### src/chop_cal_map.svh
// register offsets, field positions and reset values of the chop and channel 0 bank
`ifndef CHOP_CAL_MAP_SVH
`define CHOP_CAL_MAP_SVH
// register indices; byte address is four times the index
`define IDX_CHOP_CFG 6'h06
`define IDX_SPARE_A 6'h07
`define IDX_SPARE_B 6'h08
`define IDX_CH0_SEL 6'h09
`define IDX_OFS_UP 6'h0a
`define IDX_OFS_LO 6'h0b
`define IDX_GAIN_UP 6'h0c
`define IDX_GAIN_LO 6'h0d
// reset values
`define RST_CHOP_CFG 16'h0600
`define RST_ZERO 16'h0000
`define RST_GAIN_UP 16'h8000
`define RST_CHOP_DLY 4'h3
`define RST_GAIN_WORD 24'h800000
// writable masks: read-only reserved bits stay zero
`define MASK_ALL 16'hffff
`define MASK_SPARE_B 16'hff0f
`define MASK_CH0_SEL 16'hffc7
`define MASK_LOWER 16'hff00
// field positions
`define CHOP_EN_BIT 8
`define CHOP_DLY_HI 12
`define CHOP_DLY_LO 9
`define SEL_HI 1
`define SEL_LO 0
`define LOW_BYTE_HI 15
`define LOW_BYTE_LO 8
`endif

### src/chop_cal_pkg.sv
// types shared by the chop and channel 0 calibration bank
package chop_cal_pkg;
  typedef enum logic [1:0] {
    src_external,
    src_shorted,
    src_test_pos,
    src_test_neg
  } input_src_t;
  typedef logic [15:0] reg_word_t;
endpackage

### src/cfg_word.sv
// one 16-bit configuration register with reset value and writable-bit mask
module cfg_word #(
  parameter logic [15:0] RESET_VALUE = 16'h0000,
  parameter logic [15:0] WRITE_MASK = 16'hffff
) (
  // clock and reset
  input wire logic clk_i,
  input wire logic rst_i,
  // write port
  input wire logic wr_en_i,
  input wire logic [15:0] wr_data_i,
  input wire logic [1:0] sel_i,
  // stored value
  output logic [15:0] value_o
);
  logic [15:0] lane_mask;
  logic [15:0] next_value;
  // byte lanes narrow the mask; masked-out bits keep their current value
  assign lane_mask = {{8{sel_i[1]}}, {8{sel_i[0]}}} & WRITE_MASK;
  assign next_value = (value_o & ~lane_mask) | (wr_data_i & lane_mask);

  // register update
  always_ff @(posedge clk_i) begin
    if (rst_i) begin
      value_o <= RESET_VALUE;
    end else if (wr_en_i) begin
      value_o <= next_value;
    end
  end
endmodule

### src/cal_assemble.sv
// joins an upper word and the top byte of a lower word into a 24-bit value
`include "chop_cal_map.svh"
module cal_assemble #(
  parameter int WIDTH = 24
) (
  // clock and reset
  input wire logic clk_i,
  input wire logic rst_i,
  // register halves
  input wire logic [15:0] upper_i,
  input wire logic [15:0] lower_i,
  // registered assembled value
  output logic [WIDTH-1:0] word_o
);
  logic [WIDTH-1:0] next_word;
  assign next_word = {upper_i, lower_i[`LOW_BYTE_HI:`LOW_BYTE_LO]};

  // registered one cycle; upper and lower halves still change on separate writes
  always_ff @(posedge clk_i) begin
    if (rst_i) begin
      word_o <= {upper_i, 8'h00};
    end else begin
      word_o <= next_word;
    end
  end
endmodule

### src/chop_cal_regs.sv
// chop configuration and channel 0 input/calibration register bank on wishbone
`include "chop_cal_map.svh"
module chop_cal_regs (
  // clock and reset
  input wire logic clk_i,
  input wire logic rst_i,
  // wishbone slave
  input wire logic cyc_i,
  input wire logic stb_i,
  input wire logic we_i,
  input wire logic [7:0] adr_i,
  input wire logic [3:0] sel_i,
  input wire logic [31:0] dat_i,
  output logic [31:0] dat_o,
  output logic ack_o,
  output logic err_o,
  // chop control
  output logic chop_enable_bit_o,
  output logic [3:0] chop_delay_field_o,
  // channel 0 input routing
  output logic route_external_o,
  output logic route_shorted_o,
  output logic route_test_pos_o,
  output logic route_test_neg_o,
  // channel 0 calibration
  output logic signed [23:0] chan0_offset_o,
  output logic [23:0] chan0_gain_o
);
  localparam int NREG = 8;
  logic [15:0] regs [NREG];
  logic [NREG-1:0] hit;
  logic req;
  logic [5:0] idx;
  logic mapped;
  logic wr_fire;
  logic [15:0] rd_word;
  logic [23:0] ofs_word;
  logic [23:0] gain_word;
  chop_cal_pkg::input_src_t src;
  logic [15:0] rd_lane [NREG];
  logic [31:0] next_dat;
  logic next_ack;
  logic next_err;
  logic next_external;
  logic next_shorted;
  logic next_test_pos;
  logic next_test_neg;
  logic next_chop_en;
  logic [3:0] next_chop_dly;

  // a new request only when not already answering, so each access acks once
  assign req = cyc_i & stb_i & ~ack_o & ~err_o;
  assign idx = adr_i[7:2];
  assign hit[0] = (idx == `IDX_CHOP_CFG);
  assign hit[1] = (idx == `IDX_SPARE_A);
  assign hit[2] = (idx == `IDX_SPARE_B);
  assign hit[3] = (idx == `IDX_CH0_SEL);
  assign hit[4] = (idx == `IDX_OFS_UP);
  assign hit[5] = (idx == `IDX_OFS_LO);
  assign hit[6] = (idx == `IDX_GAIN_UP);
  assign hit[7] = (idx == `IDX_GAIN_LO);
  assign mapped = |hit;
  assign wr_fire = req & we_i & mapped;

  // chop configuration: all bits writable, reset 0600h gives delay 0011b
  cfg_word #(.RESET_VALUE(`RST_CHOP_CFG), .WRITE_MASK(`MASK_ALL)) u_chop (
    .clk_i(clk_i),
    .rst_i(rst_i),
    .wr_en_i(wr_fire & hit[0]),
    .wr_data_i(dat_i[15:0]),
    .sel_i(sel_i[1:0]),
    .value_o(regs[0])
  );
  // spare words keep whatever is written to their writable reserved bits
  cfg_word #(.RESET_VALUE(`RST_ZERO), .WRITE_MASK(`MASK_ALL)) u_spare_a (
    .clk_i(clk_i),
    .rst_i(rst_i),
    .wr_en_i(wr_fire & hit[1]),
    .wr_data_i(dat_i[15:0]),
    .sel_i(sel_i[1:0]),
    .value_o(regs[1])
  );
  cfg_word #(.RESET_VALUE(`RST_ZERO), .WRITE_MASK(`MASK_SPARE_B)) u_spare_b (
    .clk_i(clk_i),
    .rst_i(rst_i),
    .wr_en_i(wr_fire & hit[2]),
    .wr_data_i(dat_i[15:0]),
    .sel_i(sel_i[1:0]),
    .value_o(regs[2])
  );
  // bits 5:3 are read-only zero
  cfg_word #(.RESET_VALUE(`RST_ZERO), .WRITE_MASK(`MASK_CH0_SEL)) u_ch0_sel (
    .clk_i(clk_i),
    .rst_i(rst_i),
    .wr_en_i(wr_fire & hit[3]),
    .wr_data_i(dat_i[15:0]),
    .sel_i(sel_i[1:0]),
    .value_o(regs[3])
  );
  cfg_word #(.RESET_VALUE(`RST_ZERO), .WRITE_MASK(`MASK_ALL)) u_ofs_up (
    .clk_i(clk_i),
    .rst_i(rst_i),
    .wr_en_i(wr_fire & hit[4]),
    .wr_data_i(dat_i[15:0]),
    .sel_i(sel_i[1:0]),
    .value_o(regs[4])
  );
  // low byte of the lower halves is read-only zero
  cfg_word #(.RESET_VALUE(`RST_ZERO), .WRITE_MASK(`MASK_LOWER)) u_ofs_lo (
    .clk_i(clk_i),
    .rst_i(rst_i),
    .wr_en_i(wr_fire & hit[5]),
    .wr_data_i(dat_i[15:0]),
    .sel_i(sel_i[1:0]),
    .value_o(regs[5])
  );
  cfg_word #(.RESET_VALUE(`RST_GAIN_UP), .WRITE_MASK(`MASK_ALL)) u_gain_up (
    .clk_i(clk_i),
    .rst_i(rst_i),
    .wr_en_i(wr_fire & hit[6]),
    .wr_data_i(dat_i[15:0]),
    .sel_i(sel_i[1:0]),
    .value_o(regs[6])
  );
  cfg_word #(.RESET_VALUE(`RST_ZERO), .WRITE_MASK(`MASK_LOWER)) u_gain_lo (
    .clk_i(clk_i),
    .rst_i(rst_i),
    .wr_en_i(wr_fire & hit[7]),
    .wr_data_i(dat_i[15:0]),
    .sel_i(sel_i[1:0]),
    .value_o(regs[7])
  );

  // 24-bit words from the register pairs; registered one cycle, halves change on separate writes
  cal_assemble #(.WIDTH(24)) u_ofs_join (
    .clk_i(clk_i),
    .rst_i(rst_i),
    .upper_i(regs[4]),
    .lower_i(regs[5]),
    .word_o(ofs_word)
  );
  cal_assemble #(.WIDTH(24)) u_gain_join (
    .clk_i(clk_i),
    .rst_i(rst_i),
    .upper_i(regs[6]),
    .lower_i(regs[7]),
    .word_o(gain_word)
  );

  // read lanes: each register gated by its own hit, so or-ing the lanes selects
  generate
    for (genvar g = 0; g < NREG; g++) begin : g_lane
      assign rd_lane[g] = regs[g] & {16{hit[g]}};
    end
  endgenerate
  // an unmapped index leaves every lane zero, so the read word is zero too
  assign rd_word = rd_lane[0] | rd_lane[1] | rd_lane[2] | rd_lane[3] |
    rd_lane[4] | rd_lane[5] | rd_lane[6] | rd_lane[7];

  // next answer: ack for a mapped index, err otherwise; data only on a mapped read
  assign next_ack = req & mapped;
  assign next_err = req & ~mapped;
  assign next_dat = (req & ~we_i & mapped) ? {16'h0000, rd_word} : 32'h0000_0000;

  // bus answer: ack one cycle after request, err for unmapped index
  always_ff @(posedge clk_i) begin
    if (rst_i) begin
      ack_o <= 1'b0;
      err_o <= 1'b0;
      dat_o <= 32'h0000_0000;
    end else begin
      ack_o <= next_ack;
      err_o <= next_err;
      dat_o <= next_dat;
    end
  end

  // input source decode
  assign src = chop_cal_pkg::input_src_t'(regs[3][`SEL_HI:`SEL_LO]);
  // the four codes are exhaustive, so exactly one routing flag is ever high
  assign next_external = (src == chop_cal_pkg::src_external);
  assign next_shorted = (src == chop_cal_pkg::src_shorted);
  assign next_test_pos = (src == chop_cal_pkg::src_test_pos);
  assign next_test_neg = (src == chop_cal_pkg::src_test_neg);
  assign next_chop_en = regs[0][`CHOP_EN_BIT];
  assign next_chop_dly = regs[0][`CHOP_DLY_HI:`CHOP_DLY_LO];

  // routing and control outputs, one-hot per source
  always_ff @(posedge clk_i) begin
    if (rst_i) begin
      route_external_o <= 1'b1;
      route_shorted_o <= 1'b0;
      route_test_pos_o <= 1'b0;
      route_test_neg_o <= 1'b0;
      chop_enable_bit_o <= 1'b0;
      chop_delay_field_o <= `RST_CHOP_DLY;
    end else begin
      route_external_o <= next_external;
      route_shorted_o <= next_shorted;
      route_test_pos_o <= next_test_pos;
      route_test_neg_o <= next_test_neg;
      chop_enable_bit_o <= next_chop_en;
      chop_delay_field_o <= next_chop_dly;
    end
  end

  // calibration outputs: offset signed, gain unsigned q1.23 (0 to just under 2)
  always_ff @(posedge clk_i) begin
    if (rst_i) begin
      chan0_offset_o <= 24'sh000000;
      chan0_gain_o <= `RST_GAIN_WORD;
    end else begin
      chan0_offset_o <= $signed(ofs_word);
      chan0_gain_o <= gain_word;
    end
  end
endmodule

### config.mk
export PLATFORM = sky130hd
export DESIGN_NAME = chop_cal_regs
export DESIGN_NICKNAME = d
export VERILOG_FILES = /design/src/chop_cal_pkg.sv /design/src/cfg_word.sv /design/src/cal_assemble.sv /design/src/chop_cal_regs.sv
export VERILOG_INCLUDE_DIRS = /design/src /design/src/src
export SDC_FILE = /design/constraint.sdc
export NUM_CORES = 1
export LEC_CHECK = 0
export ABC_AREA = 1
export BUFFER_PORTS_ARGS = -buffer_cell sky130_fd_sc_hd__buf_2
export CAP_MARGIN = 20
export CELL_PAD_IN_SITES_DETAIL_PLACEMENT = 1
export CELL_PAD_IN_SITES_GLOBAL_PLACEMENT = 1
export CORE_ASPECT_RATIO = 0.7
export CORE_MARGIN = 2
export CORE_UTILIZATION = 36
export DETAILED_ROUTE_END_ITERATION = 6
export GPL_ROUTABILITY_DRIVEN = 0
export GPL_TIMING_DRIVEN = 0
export PLACE_DENSITY_LB_ADDON = 0.1
export RECOVER_POWER = 25
export REMOVE_ABC_BUFFERS = 1
export SKIP_CTS_REPAIR_TIMING = 1
export SYNTH_ARGS = -nofsm -noshare
export SYNTH_HDL_FRONTEND = slang
export SYNTH_SLANG_ARGS = --single-unit
export TNS_END_PERCENT = 20
### constraint.sdc
create_clock -name clk_i -period 1.7 [get_ports clk_i]
set_clock_uncertainty 0.2 [all_clocks]
set_input_delay 0.425 -clock clk_i [delete_from_list [all_inputs] [get_ports clk_i]]
set_output_delay 0.425 -clock clk_i [all_outputs]
set_load 0.02 [all_outputs]
Word-level counts from Yosys, hierarchy flattened
Cells that the tools add are included.
{"block": "word_totals", "register_bits": 267, "in_bits": 49}
{"block": "op_classes", "reduce_logical": 3, "eq_ne": 11, "bitwise_logic": 61}
{"cell": "16-bit AND", "count": 20}
{"cell": "16-bit OR", "count": 15}
{"cell": "16-bit NOT", "count": 4}
{"cell": "6-bit by 4-bit equality test with 1-bit output (second input constant)", "count": 6}
{"cell": "1-bit AND", "count": 17}
{"cell": "6-bit by 3-bit equality test with 1-bit output (second input constant)", "count": 2}
{"cell": "8-bit OR reduction", "count": 1}
{"cell": "1-bit NOT", "count": 5}
{"cell": "2-bit equality test (second input constant)", "count": 2}
{"cell": "2-bit by 1-bit equality test with 1-bit output (second input constant)", "count": 1}
{"cell": "2-bit zero test", "count": 1}
{"cell": "2-bit OR reduction", "count": 1}

Longest topological paths before layout
{"block": "logic_depth", "ltp_word": 9, "mapped_depth": 12, "mapped_depth_nobuf": 10}

Modules after synthesis
Synthesis repeated with hierarchy kept, for this count alone.
{"block": "unflattened", "cells_unflattened": 1294, "area_unflattened_um2": 9236.4}
{"mod": "chop_cal_regs", "cells_each": 521, "seq_area_each_um2": 1501.4, "n_inst": 1, "area_per_inst_um2": 3543.4}
{"mod": "cfg_word (u_ofs_up ...)", "cells_each": 102, "seq_area_each_um2": 320.3, "n_inst": 2, "area_per_inst_um2": 683.2}
{"mod": "cal_assemble", "cells_each": 41, "seq_area_each_um2": 480.5, "n_inst": 2, "area_per_inst_um2": 551.8}
{"mod": "cfg_word (u_gain_lo ...)", "cells_each": 60, "seq_area_each_um2": 160.2, "n_inst": 2, "area_per_inst_um2": 400.4}
{"mod": "cfg_word (u_chop)", "cells_each": 98, "seq_area_each_um2": 320.3, "n_inst": 1, "area_per_inst_um2": 668.1}
{"mod": "cfg_word (u_gain_up)", "cells_each": 100, "seq_area_each_um2": 320.3, "n_inst": 1, "area_per_inst_um2": 659.4}
{"mod": "cfg_word (u_ch0_sel)", "cells_each": 87, "seq_area_each_um2": 260.2, "n_inst": 1, "area_per_inst_um2": 560.5}
{"mod": "cfg_word (u_spare_b)", "cells_each": 82, "seq_area_each_um2": 240.2, "n_inst": 1, "area_per_inst_um2": 534.3}

Worst setup path before layout
OpenSTA, ideal clock, no wires.
{"block": "synth_path", "kind": "input to register", "from": "input adr_i[7]", "to": "register (tool-made name)", "path_stages": 10, "setup_slack_ps": -107, "required_ps": 1387, "arrival_time_ps": 1494, "cell_sequence": "nor2_4 -> nand3_4 -> nand2_1 -> inv_2 -> nand2_8 -> buf_8 -> nand3_4 -> buf_6 -> nor2_1 -> nor2_1"}
{"element": "start, declared", "line": "chop_cal_regs.sv:11", "rtl": "input wire logic [7:0] adr_i,"}

Worst setup path after layout
{"block": "layout_path", "from": "input adr_i[4]", "to": "register dat_o[1]"}
{"block": "layout_between", "elab_chain_len": 9, "elab_cells_between_ends": 27, "classes_between": "eq/ne (8); bitwise (17); reduce/logical (2)"}
{"element": "6-bit by 3-bit equality test with 1-bit output (no source line)"}
{"element": "16-bit AND", "line": "chop_cal_regs.sv:153", "rtl": "assign rd_lane[g] = regs[g] & {16{hit[g]}};"}
{"element": "16-bit OR (4 in a row)", "line": "chop_cal_regs.sv:157", "rtl": "assign rd_word = rd_lane[0] | rd_lane[1] | rd_lane[2] | rd_lane[3] |"}
{"element": "16-bit OR (3 in a row)", "line": "chop_cal_regs.sv:158", "rtl": "rd_lane[4] | rd_lane[5] | rd_lane[6] | rd_lane[7];"}
{"element": "end signal, assigned", "line": "chop_cal_regs.sv:174", "rtl": "dat_o <= next_dat;"}
{"element": "end, declared", "line": "chop_cal_regs.sv:14", "rtl": "output logic [31:0] dat_o,"}
Several ways; a longest one is shown, not always the timed one.
A chain may end at the register's enable or synchronous reset.

==> impl_metrics.tcl <==
set metrics [dict create \
    synthAdderAreaFrac_pct 0 \
    first_iter_violations 292 \
    multi_input_area_um2 3170 \
    crit_fanout 13 \
    synth_area_um2 8350 \
    period_share_pct 111 \
    rsz0062_at_grt "yes" \
    worstRegToRegCells 10 \
    area_growth_pct 25.5 \
    synth_top_family_by_area "simple AND/OR/NAND/NOR gates" \
    grt_overflow_total 0 \
    critPathRequiredTime_ps 1940 \
    vias 6915 \
    grt_pass1_wl_um 35700 \
    status "complete, but fails checks" \
    cts_inserted_buffers 24 \
    final-seq-area_um2 4570 \
    pre_cts_slack_ps -1250 \
    antenna_found_initial 0 \
    track_usage_pct 18.5 \
    synth_xor_area_share_pct 0 \
    grt_max_degree 77 \
    fp.dieW_um 186 \
    worst_pin_slew_ps 832 \
    cts_root_buf "clkbuf_16" \
    synth_compound_area_share_pct 4.88 \
    ant_nets 0 \
    p_per_area_nw_per_um2 1070 \
    holdWs_ps 15.8 \
    total_power_mw 11.2 \
    worstPathArrival_ps 2140 \
    port_buffers 103 \
    timing.fmax_mhz 528 \
    path_class "in2reg" \
    endpoint_kind "flip-flop" \
    peakVddDrop_mv 0.645 \
    ys_seq_area_share_pct 54.7 \
    final_area_um2 10500 \
    min_path_cells 3 \
    violations "negative setup slack" \
    netlist_instances 1113 \
    cts_buffer_depth 3 \
    drv_slew 0 \
    first_pass_iters 5 \
    utilization_pct 46.1 \
    ios 140 \
    avgRoutedWirePerCell_um 15.5 \
    fill_cells 2829 \
    htreeDepth 1 \
    yosys.area_share.simple_pct 28.7 \
    vias_per_cell 4.42 \
    max-slew-margin-rel_pct 44.4 \
    cp-start-kind "input pin" \
    synthMuxAreaShare_pct 0 \
    cts_tree "built" \
    fin_ws_ps -194 \
    drive_above_1_share_pct 19.9 \
    min_period_ps 1890 \
    rows 46 \
    synth_area_per_cell_um2 7.50 \
    dieArea_um2 24400 \
    clock-sinks 228 \
    drc 0 \
    drt-total-wl_um 24200 \
    die_h_um 131 \
    initial_core_util_pct 36.7 \
    hp-class "in2reg" \
    fin_nets 1282 \
    first_global_vias 6554 \
    hold_violations 0 \
    yosysWarnings 0 \
    placed_area_um2 8990 \
    cap_violations 0 \
    clock_latency_ps 520 \
    clkSlewWorstSetupHoldPaths_ps 60 \
    p_leak_nw 4.87 \
    place_hpwl_um 14300 \
    core_um2 22700 \
    synth.distinct_cells 29 \
    synth_seq_cells 228 \
    setup_violations 121 \
]
-- report_power, final --
part / leakage (nW) / switching [mW] / internal, mW / total (mW)
logic: 2.63 / 0.267 / 0.0786 / 0.346
clock network: 0.401 / 2.21 / 3.35 / 5.56
registers: 1.84 / 0.00143 / 5.34 / 5.34
-- placed cells by master, fill, tap and decap left out, drive strengths merged, types with 16 or more instances in the layout --
cell,netlist,final
o22ai,16,16
nor2,306,306
nand3,21,27
nand2,239,240
o21ai,38,38
a21oi,18,18
clkbuf,22,31
conb,1,16
buf,40,133
inv,164,165
dfxtp,228,228
-- metrics by stage --
step	setup TNS [ps]	instances
floorplan	-41430	1066
global placement	-238670	1481
detailed placement	-120810	1483
CTS	-67310	1527
global route	-25940	1563
finish	-11620	1564
-- cell usage after synthesis (all sizes together) --
cell type  count  share of area [%]
conb           1              0.045
a22oi          2               0.18
nor3           6               0.36
or2            3               0.22
inv          164                7.4
a21oi         18                1.1
nor4           1              0.075
dfxtp        228                 55
clkbuf        22               0.99
o22ai         16                1.2
buf           40                3.3
clkinv         1              0.045
a31oi          2               0.15
nand4          4               0.30
nand3b         1              0.090
nand2        239                 11
o21ai         38                2.3
nor2         306                 14
nand3         21                2.6
-- layout make-up --
| type | count | share of cell area [%] |
|---|---|---|
| multi-input cells | 680 | 30.2 |
| diodes | 1 | 0.0239 |
| repair buffers | 134 | 8.52 |
| flip-flops and latches | 228 | 43.6 |
| well taps | 312 | 3.72 |
| clock buffers | 30 | 6.24 |
| clock inverters | 14 | 1.75 |
| inverters | 165 | 5.97 |
-- worst max-delay path: stages --
cell	delay [ps]
buf_2	120
inv_1	70
nand2_1	90
nor2_1	210
nand2_1	540
o21ai_0	440
nor2_1	100
a21oi_1	140
-- metal layers --
layer	part of all wire, %	up-vias	track usage, %
li1	-	3538	-
met1	51	3219	27.2
met2	43	123	28.4
met3	4.1	35	3.13
met4	2.1	0	4.07
met5	0	-	0
-- path summary, 6_finish.rpt --
check	from	endpoint	slack, ps
setup / recovery	adr_i[4]	dat_o[1]	-190
hold / removal	dat_i[7]	flip-flop	20
setup reg to reg	ack_o	flip-flop	-180
hold reg to reg	flip-flop	u_ofs_join.word_o[15]	150
-- cells by family (layout without fill, tap and decap cells) --
kind of cell | count (synthesis) | in the layout
and+or+nand+nor | 581 | 588
other | 1 | 17
AOI/OAI and AO/OA | 76 | 76
DFF | 228 | 228
buffers and inverters | 227 | 343
No activity file was read; power rests on OpenSTA's default activity.
